--- config.mk ---
export PLATFORM = sky130hd
export DESIGN_NAME = wst_timer
export DESIGN_NICKNAME = d
export VERILOG_FILES = /design/src/wst_pkg.sv /design/src/wst_timer.sv
export VERILOG_INCLUDE_DIRS = /design/src
export SDC_FILE = /design/constraint.sdc
export NUM_CORES = 1
export LEC_CHECK = 0
export ABC_AREA = 1
export BUFFER_PORTS_ARGS = -buffer_cell sky130_fd_sc_hd__clkbuf_2
export CORE_AREA = 8 8 107 109
export CTS_CLUSTER_SIZE = 30
export DETAILED_ROUTE_END_ITERATION = 7
export DIE_AREA = 0 0 115 117
export HOLD_SLACK_MARGIN = 0.03
export SYNTH_ARGS = -nofsm -noshare
export SYNTH_HDL_FRONTEND = slang
export SYNTH_SLANG_ARGS = --single-unit
--- constraint.sdc ---
create_clock -name ref_clk -period 1.75 [get_ports ref_clk]
set_clock_uncertainty 0.05 [all_clocks]
set_input_delay 0.4375 -clock ref_clk [delete_from_list [all_inputs] [get_ports ref_clk]]
set_output_delay 0.4375 -clock ref_clk [all_outputs]
set_load 0.03 [all_outputs]
--- src/wst_defines.svh ---
// Register offsets, fields, reset values and rates for the windowed service timer
`ifndef WST_DEFINES_SVH
`define WST_DEFINES_SVH

// ==========================================================
// Register offsets
`define WST_ADDR_W        4
`define WST_OFF_CTRL      4'h0
`define WST_OFF_RELOAD    4'h1
`define WST_OFF_WINDOW    4'h2
`define WST_OFF_SERVICE   4'h3
`define WST_OFF_COUNT     4'h4
`define WST_OFF_STATUS    4'h5

// ==========================================================
// Control fields
`define WST_CTRL_EN       0
`define WST_CTRL_SLOW     1
`define WST_CTRL_FREEZE   2
`define WST_CTRL_WIN_EN   3
`define WST_CTRL_RESET    8'h04

// ==========================================================
// Service key and defaults
`define WST_SERVICE_KEY   8'hA5
`define WST_RELOAD_RESET  8'h00
`define WST_WINDOW_RESET  8'h00

// ==========================================================
// Prescaler terminal counts (divide by 2 and by 128)
`define WST_DIV_FAST      7'h01
`define WST_DIV_SLOW      7'h7F

// ==========================================================
// Reset pulse length in cycles
`define WST_RST_PULSE     4'h8

`endif

--- src/wst_pkg.sv ---
// Types for the windowed service timer
package wst_pkg;
  typedef enum logic [1:0] {
    WST_CAUSE_NONE,
    WST_CAUSE_EXPIRE,
    WST_CAUSE_EARLY
  } wst_cause_t;
endpackage : wst_pkg

--- src/wst_timer.sv ---
// Windowed watchdog counter with service access and system reset request
//
// Local design decisions: the strobed register port and the placing of the registers.
`timescale 1ns/100ps
`include "wst_defines.svh"

// Operation
// RULE1: When enabled and counter overflows without service, request system reset.
// RULE2: Watchdog is disabled after reset; no counting, no reset requests.
// RULE3: Debug freeze bit defaults to one; halts counter while in debug mode.
// RULE4: Sixteen-bit counter, low byte carry increments the high byte.
// RULE5: Count rate is clock divided by 2 or divided by 128.
// RULE6: Service access loads the high byte with the reload value.
// RULE7: Service access clears the low byte at the same time.
// RULE8: Service before window boundary is a fault and requests system reset.
module wst_timer (
  input  wire logic                   ref_clk,
  input  wire logic                   rst,
  input  wire logic [`WST_ADDR_W-1:0] addr,
  input  wire logic [7:0]             wdata,
  input  wire logic                   wr_en,
  input  wire logic                   rd_en,
  input  wire logic                   debug_mode,
  output logic      [7:0]             rdata,
  output logic                        sys_reset_req
);

  // ==========================================================
  // Debug input synchroniser
  logic [2:0] dbg_sync_r;
  logic       dbg_r;

  always_ff @(posedge ref_clk) begin
    if (rst) begin
      dbg_sync_r <= 3'h0;
      dbg_r      <= 1'b0;
    end else begin
      dbg_sync_r <= {dbg_sync_r[1:0], debug_mode};
      if (dbg_sync_r[1] == dbg_sync_r[2]) begin
        dbg_r <= dbg_sync_r[2];
      end
    end
  end

  // ==========================================================
  // Registers
  logic [7:0]  ctrl_r;
  logic [7:0]  reload_r;
  logic [7:0]  window_r;
  logic [15:0] count_r;
  logic [6:0]  pre_r;
  logic [3:0]  rst_cnt_r;
  wst_pkg::wst_cause_t cause_r;

  wire enabled    = ctrl_r[`WST_CTRL_EN];
  wire frozen     = ctrl_r[`WST_CTRL_FREEZE] & dbg_r;              // RULE3
  wire running    = enabled & ~frozen;
  wire [6:0] div_tc = ctrl_r[`WST_CTRL_SLOW] ? `WST_DIV_SLOW : `WST_DIV_FAST; // RULE5
  wire tick       = running & (pre_r == div_tc);
  wire ctrl_wr    = wr_en & (addr == `WST_OFF_CTRL);
  wire svc_hit    = wr_en & (addr == `WST_OFF_SERVICE) & (wdata == `WST_SERVICE_KEY);
  wire service    = svc_hit & enabled;
  // Early service only counts as fault with window checking enabled
  wire early      = service & ctrl_r[`WST_CTRL_WIN_EN] & (count_r[15:8] < window_r); // RULE8
  wire lo_carry   = &count_r[7:0];
  wire expire     = tick & lo_carry & (&count_r[15:8]);             // RULE1
  wire fault      = expire | early;
  wire resetting  = rst_cnt_r != 4'h0;

  // Register read mux
  logic [7:0] rd_mux;
  always_comb begin
    unique case (addr)
      `WST_OFF_CTRL:   rd_mux = ctrl_r;
      `WST_OFF_RELOAD: rd_mux = reload_r;
      `WST_OFF_WINDOW: rd_mux = window_r;
      `WST_OFF_COUNT:  rd_mux = count_r[15:8];
      `WST_OFF_STATUS: rd_mux = {5'h00, frozen, cause_r};
      default:         rd_mux = 8'h00;
    endcase
  end

  // ==========================================================
  // Control and configuration
  always_ff @(posedge ref_clk) begin
    if (rst) begin
      ctrl_r   <= `WST_CTRL_RESET;                                  // RULE2 RULE3
      reload_r <= `WST_RELOAD_RESET;
      window_r <= `WST_WINDOW_RESET;
    end else begin
      if (ctrl_wr) begin
        ctrl_r <= wdata;
      end
      if (wr_en && addr == `WST_OFF_RELOAD) begin
        reload_r <= wdata;
      end
      if (wr_en && addr == `WST_OFF_WINDOW) begin
        window_r <= wdata;
      end
    end
  end

  // ==========================================================
  // Prescaler and counter
  always_ff @(posedge ref_clk) begin
    if (rst) begin
      pre_r   <= 7'h00;
      count_r <= 16'h0000;
    end else if (service || (ctrl_wr && !wdata[`WST_CTRL_EN])) begin
      pre_r   <= 7'h00;
      count_r <= {reload_r, 8'h00};                                 // RULE6 RULE7
    end else if (running) begin
      pre_r <= tick ? 7'h00 : pre_r + 7'h01;
      if (tick) begin
        count_r[7:0] <= count_r[7:0] + 8'h01;                       // RULE4
        if (lo_carry) begin
          count_r[15:8] <= count_r[15:8] + 8'h01;
        end
      end
    end
  end

  // ==========================================================
  // Reset request and cause; cause survives to be read after reset pulse
  always_ff @(posedge ref_clk) begin
    if (rst) begin
      rst_cnt_r     <= 4'h0;
      sys_reset_req <= 1'b0;
      cause_r       <= wst_pkg::WST_CAUSE_NONE;
      rdata         <= 8'h00;
    end else begin
      rdata <= rd_en ? rd_mux : 8'h00;
      if (fault && !resetting) begin
        rst_cnt_r     <= `WST_RST_PULSE;
        sys_reset_req <= 1'b1;                                      // RULE1 RULE8
        cause_r       <= early ? wst_pkg::WST_CAUSE_EARLY : wst_pkg::WST_CAUSE_EXPIRE;
      end else if (resetting) begin
        rst_cnt_r     <= rst_cnt_r - 4'h1;
        sys_reset_req <= rst_cnt_r != 4'h1;
      end
    end
  end

  // ==========================================================
  // Assertions
  property p_no_reset_disabled;
    @(posedge ref_clk) disable iff (rst)
      !enabled && !resetting |=> !sys_reset_req;
  endproperty
  a_no_reset_disabled: assert property (p_no_reset_disabled) // RULE2
    else $error("reset request while disabled");

  property p_expire_reset;
    @(posedge ref_clk) disable iff (rst)
      expire && !resetting |=> sys_reset_req ##0 cause_r == wst_pkg::WST_CAUSE_EXPIRE;
  endproperty
  a_expire_reset: assert property (p_expire_reset) // RULE1
    else $error("expiry did not request reset");

  property p_frozen_hold;
    @(posedge ref_clk) disable iff (rst)
      frozen && !service && !ctrl_wr |=> count_r == $past(count_r);
  endproperty
  a_frozen_hold: assert property (p_frozen_hold) // RULE3
    else $error("counter moved while frozen");

  property p_carry;
    @(posedge ref_clk) disable iff (rst)
      tick && lo_carry && !service && !ctrl_wr |=>
        count_r[15:8] == $past(count_r[15:8]) + 8'h01 && count_r[7:0] == 8'h00;
  endproperty
  a_carry: assert property (p_carry) // RULE4
    else $error("low byte carry not propagated");

  property p_fast_rate;
    @(posedge ref_clk) disable iff (rst)
      tick && !ctrl_r[`WST_CTRL_SLOW] && running |=> !tick;
  endproperty
  a_fast_rate: assert property (p_fast_rate) // RULE5
    else $error("fast rate ticked twice in a row");

  property p_service_load;
    @(posedge ref_clk) disable iff (rst)
      service |=> count_r == {$past(reload_r), 8'h00};
  endproperty
  a_service_load: assert property (p_service_load) // RULE6 RULE7
    else $error("service did not reload counter");

  property p_early_fault;
    @(posedge ref_clk) disable iff (rst)
      early && !resetting |=> sys_reset_req && cause_r == wst_pkg::WST_CAUSE_EARLY;
  endproperty
  a_early_fault: assert property (p_early_fault) // RULE8
    else $error("early service not flagged");

  property p_pulse_len;
    @(posedge ref_clk) disable iff (rst)
      $rose(sys_reset_req) |-> sys_reset_req[*8] ##1 !sys_reset_req;
  endproperty
  a_pulse_len: assert property (p_pulse_len) // RULE1
    else $error("reset pulse length wrong");

  property p_disabled_hold;
    @(posedge ref_clk) disable iff (rst)
      !enabled && !ctrl_wr |=> count_r == $past(count_r);
  endproperty
  a_disabled_hold: assert property (p_disabled_hold) // RULE2
    else $error("counter moved while disabled");

  property p_reset_idle;
    @(posedge ref_clk)
      $fell(rst) |-> ctrl_r == `WST_CTRL_RESET && count_r == 16'h0000 && !sys_reset_req;
  endproperty
  a_reset_idle: assert property (p_reset_idle) // RULE2 RULE3
    else $error("state after reset not idle");

  property p_req_needs_fault;
    @(posedge ref_clk) disable iff (rst)
      !sys_reset_req && !fault |=> !sys_reset_req;
  endproperty
  a_req_needs_fault: assert property (p_req_needs_fault) // RULE1 RULE8
    else $error("reset request without a fault");

  // Service at or past the boundary must not fault
  property p_late_service_ok;
    @(posedge ref_clk) disable iff (rst)
      service && !expire && count_r[15:8] >= window_r && !resetting |=> !sys_reset_req;
  endproperty
  a_late_service_ok: assert property (p_late_service_ok) // RULE8
    else $error("service after window boundary faulted");

endmodule : wst_timer

; Word-level counts from Yosys, hierarchy flattened
; Index checks and enable logic that the tools add are counted.
[op_classes]
add_sub_neg = 4
order_cmp = 1
n_eq_ne = 9
mux = 12
bitwise_logic = 14
reduce_logical = 20
[op_table]
columns = operator, count
row1 = 2-to-1 mux 16 bit, 3
row2 = one-hot mux 8 bit (5 select lines), 1
row3 = adder 8 x 1 -> 8 bit (second input constant), 2
row4 = AND reduction 8 bit, 2
row5 = 2-to-1 mux 7 bit, 2
row6 = bitwise AND 1 bit, 11
row7 = == test 4 x 2 -> 1 bit (second input constant), 2
row8 = == test 4 x 3 -> 1 bit (second input constant), 2
row9 = == test 8 bit (second input constant), 1
row10 = less-than comparator 8 bit, 1
row11 = 2-to-1 mux 4 bit, 2
row12 = 2-to-1 mux 8 bit, 1
row13 = nonzero test 2 bit, 4
row14 = adder 7 x 1 -> 7 bit (second input constant), 1
row15 = == test 7 bit, 1
row16 = OR reduction 2 bit, 3
row17 = == test 4 x 1 -> 1 bit (second input constant), 1
row18 = logical AND 1 bit, 4
row19 = logical NOT 4 bit, 1
row20 = inequality test 4 x 1 -> 1 bit (second input constant), 1
row21 = nonzero test 4 bit, 1
row22 = subtractor 4 x 1 -> 4 bit (second input constant), 1
row23 = AND reduction 3 bit, 1
row24 = logical NOT 1 bit, 2
row25 = 7 further kinds, 9
[word_totals]
register_bits = 66
in_bits = 17
output_inout_bits = 9
word_cells = 73

; Logic depth before layout (Yosys ltp)
[logic_depth]
word_depth = 9
depth_mapped = 14
depth_no_buf = 13

; Least setup slack after synthesis
; OpenSTA, ideal clock, no wires.
[synth_path]
path_kind = in2reg
start = in addr[3]
end = reg count_r[15]
setup_ns = 0.128
t_arrival_ns = 1.414
required_ns = 1.572
slack_ns = 0.158
cell_stages = 10
path_buffers = 1
path_cell_list = nor2_4 -> nand3_4 -> or2_4 -> nand2_2 -> buf_6 -> nor2_2 -> nand3_1 -> nor2_1 -> nor2_1 -> nor2_1
[synth_between]
elab_chain_len = 7
word_cells_on_any_way = 13
cone_classes = 1 x eq/ne / 1 x mux / 4 x bitwise / 7 x reduce/logical
[synth_rtl]
columns = item, line_no
row1 = from (decl), wst_timer.sv:19  ; input wire logic [`WST_ADDR_W-1:0] addr,
row2 = == test 4 x 2 -> 1 bit (no line), n/a
row3 = bitwise AND 1 bit (2 in series), wst_timer.sv:61  ; wire svc_hit = wr_en & (addr == `WST_OFF_SERVICE) & (wdata == `WST_SERVICE_KEY);
row4 = bitwise AND 1 bit, wst_timer.sv:62  ; wire service = svc_hit & enabled;
row5 = logical OR 1 bit (*), wst_timer.sv:109  ; end else if (service || (ctrl_wr && !wdata[`WST_CTRL_EN])) begin
row6 = nonzero test 2 bit (no line), n/a
row7 = AND reduction 3 bit (no line), n/a
row8 = to (signal assigned), wst_timer.sv:111  ; count_r <= {reload_r, 8'h00};
row9 = to (signal assigned), wst_timer.sv:117  ; count_r[15:8] <= count_r[15:8] + 8'h01;
row10 = to (decl), wst_timer.sv:50  ; logic [15:0] count_r;
; Mark *: on every way between the ends. The rest lies on a longest branch, timed or not.
; A chain may end at the register's enable or synchronous reset.

; Worst setup path after layout
[layout_path]
start = reg ctrl_r[1]
end = reg cause_r[1]
[layout_between]
elab_chain_len = 7
[layout_rtl]
columns = item, line_no
row1 = from (decl), wst_timer.sv:47  ; logic [7:0] ctrl_r;
row2 = from (signal assigned), wst_timer.sv:87  ; ctrl_r <= `WST_CTRL_RESET;
row3 = from (signal assigned), wst_timer.sv:92  ; ctrl_r <= wdata;
row4 = 2-to-1 mux 7 bit (no line), n/a
row5 = == test 7 bit, wst_timer.sv:59  ; wire tick = running & (pre_r == div_tc);
row6 = bitwise AND 1 bit, wst_timer.sv:59
row7 = bitwise AND 1 bit (2 in series), wst_timer.sv:66  ; wire expire = tick & lo_carry & (&count_r[15:8]);
row8 = OR 1 bit, wst_timer.sv:67  ; wire fault = expire | early;
row9 = logical AND 1 bit, wst_timer.sv:133  ; if (fault && !resetting) begin
row10 = to (signal assigned), wst_timer.sv:129  ; cause_r <= wst_pkg::WST_CAUSE_NONE;
row11 = to (signal assigned), wst_timer.sv:136  ; cause_r <= early ? wst_pkg::WST_CAUSE_EARLY : wst_pkg::WST_CAUSE_EXPIRE;
row12 = to (decl), wst_timer.sv:53  ; wst_pkg::wst_cause_t cause_r;
; Every way passes these cells.

==> flow_summary.toml <==
[layout]
nNetsFinal = 555
layout-drive-gt1-share_pct = 20.57
diodes = 0
area_delta_synth_final_pct = 21.86
final_cell_mix = "75 x nand2_1, 68 x inv_1, 61 x dfxtp_1"
final_common_cell = "nand2_1"
fin_cells = 666
final_util_pct = 41.05
stdcell_area_um2 = 4066

[worst_setup_path]
timing_worst_setup_path_type = "reg -> reg"
timing.critical_path.buf_inv = 1
cpLargestDelayFamily = "simple AND/OR/NAND/NOR gates"
ff2ff_path_depth = 11
max_stage_delay_ps = 420
path_common_cell = "nand2_2"
crit_required_ps = 1930
crit_fanout = 5
cp-start-kind = "register"
endpoint_kind = "register"
path_depth = 11
slowest_stage = "dfxtp_1"
path_cells = "nand2_1, inv_1, nand2_1, nand2_2, nand2_2, nor2_4, nand4_1, nand2_2, nand2_2, nand2_1, a21oi_1"
worstPathArrival_ps = 1780

[yosys]
synth_warnings = 0
synth_area_um2 = 3337
synth-async-reset-ratio_pct = 0
ys_ff_latch = 66
ys_types = 32
syn_area_per_cell_um2 = 7.070
synth_flop_cell = "dfxtp_1"
synth_edf_count = 0
ys_seq_area_share_pct = 39.60
syn-num-nets = 502
synthCells = 472

[global_routing]
grt_pass1_wl_mm = 14.43
antenna_found_initial = 0
grt_max_degree = 17
gr-total-overflow = 0
grt_pass1_vias = 3102
grt_use_total_pct = 13.58

[detailed_routing]
drcViolationCount = 0
antenna_left = 0
drt_iter0_drc = 125
dr.pass1.iters = 5
wl_mm = 8.477
vias = 3213
via_per_inst = 4.824
wire_per_inst_um = 12.73

[timing]
maxSlewViolCount = 0
period_share_pct = 91.45
fmax_mhz = 624.9
holdWs_ps = 235.7
fin_crit_ps = 1600
maxSlewHeadroom_pct = 75.42
setup_viol = 0
hold_viol_final = 0
setup_slack_ps = 149.7
worst_slew_pin_slew_ps = 368.2

[placed_design]
portBuffers = 25
dpl_worst_slack_ps = -19.21
place_inst = 649
place_congestion = 0.8506
dpl-instance-area_um2 = 3797
dp_hpwl_mm = 6.603

[clock_network]
h-tree-depth = 3
cts_tree = "built"
clkLatencyLatePin_ps = 350
cts_max_path_buffers = 2
cts_sinks = 66
ctsHoldBuffers = 0
root_buffer = "clkbuf_8"
clk_pin_slew_worst_paths_ps = 70
cts_buffers = 9

[die]
die-area_um2 = 13460
num_rows = 37
die_y_um = 117
io_pins = 26
coreArea_um2 = 9907
initial_core_util_pct = 33.68
die_width_um = 115

[outcome]
status = "finished clean"

[run]
drv_cap = 0

[power_and_ir_drop]
power_density_nw_per_um2 = 822.2
cellLeakagePower_nw = 1.709
irDropWorstVdd_uv = 524.8

[min_path]
hold_class = "in -> reg"
whs_path_depth = 3
-- final timing paths --
kind	start	to	slack, ps
hold reg to reg	dbg_sync_r[0]	dbg_sync_r[1]	360
setup reg to reg	ctrl_r[1]	cause_r[1]	150
setup / recovery	ctrl_r[1]	cause_r[1]	150
hold / removal	debug_mode	dbg_sync_r[0]	240
-- registers in the layout, indices dropped and copies added (netlist names) --
register,flops
rst_cnt_r,4
pre_r,7
dbg_r,1
ctrl_r,8
count_r,16
window_r,8
reload_r,8
sys_reset_req,1
dbg_sync_r,3
rdata,8
cause_r,2
-- layout make-up --
cell class,count,area [um^2]
Fill cell,1048,5841
Timing Repair Buffer,52,352.8
Clock buffer,10,137.6
Inverter,75,284.0
Tap cell,136,170.2
Clock inverter,6,66.31
Multi-Input combinational cell,321,1728
Sequential cell,66,1328
-- what timing repair did --
item / in CTS / in global routing
buffers inserted: 0 / 1
gates resized for setup: 0 / 22
setup endpoints to repair: 0 / 19
-- Yosys cell counts, drive strengths merged, types with 4 or more instances --
cell type	n	share of area, %
a211oi	7	1.6
a21oi	39	5.8
buf	4	0.97
clkbuf	6	0.67
dfxtp	66	40
ha	13	4.9
inv	74	8.4
nand2	86	10
nand3	29	5.0
nand4	5	0.94
nor2	69	8.7
nor3	7	1.0
o21ai	32	4.8
o22ai	15	2.8
xor2	7	1.8
-- per-layer routing --
metal	track usage, %	vias up	part of all wire (%)
li1	-	1641	-
met1	15.83	1476	43
met2	24.12	83	50
met3	3.643	13	5.2
met4	3.503	0	1.2
met5	0	-	0
-- per-stage QoR --
step	TNS (ps)	power [W]
final	0	0.003344
after global routing	-43.95	0.003527
after CTS	0	0.003379
after detailed placement	-63.27	0.002079
after global placement	0	0.002071
after floorplan	0	0.001928
-- where the power goes --
group / total, W / switching, W / internal [W] / leakage (nW)
sequential: 0.00160 / 0.0000416 / 0.00156 / 0.537
combinational: 0.000443 / 0.000272 / 0.000170 / 1.08
clock: 0.00130 / 0.000603 / 0.000695 / 0.0945
total: 0.00334 / 0.000916 / 0.00243 / 1.71
-- worst reg2reg max path: stages, from the launching register on --
cell	delay, ps
dfxtp_1	420
nand2_1	80
inv_1	50
nand2_1	50
nand2_2	100
nand2_2	70
nor2_4	170
nand4_1	170
nand2_2	110
nand2_2	80
nand2_1	70
a21oi_1	60
-- cell families after synthesis --
family,synth area share (%)
adders and majority gates,4.875
and+or+nand+nor,27.41
AOI/OAI and AO/OA,15.86
buffers and inverters,10.16
DFF,39.60
xor gates and xnor gates,2.100
(Power assumes the default switching activity.)
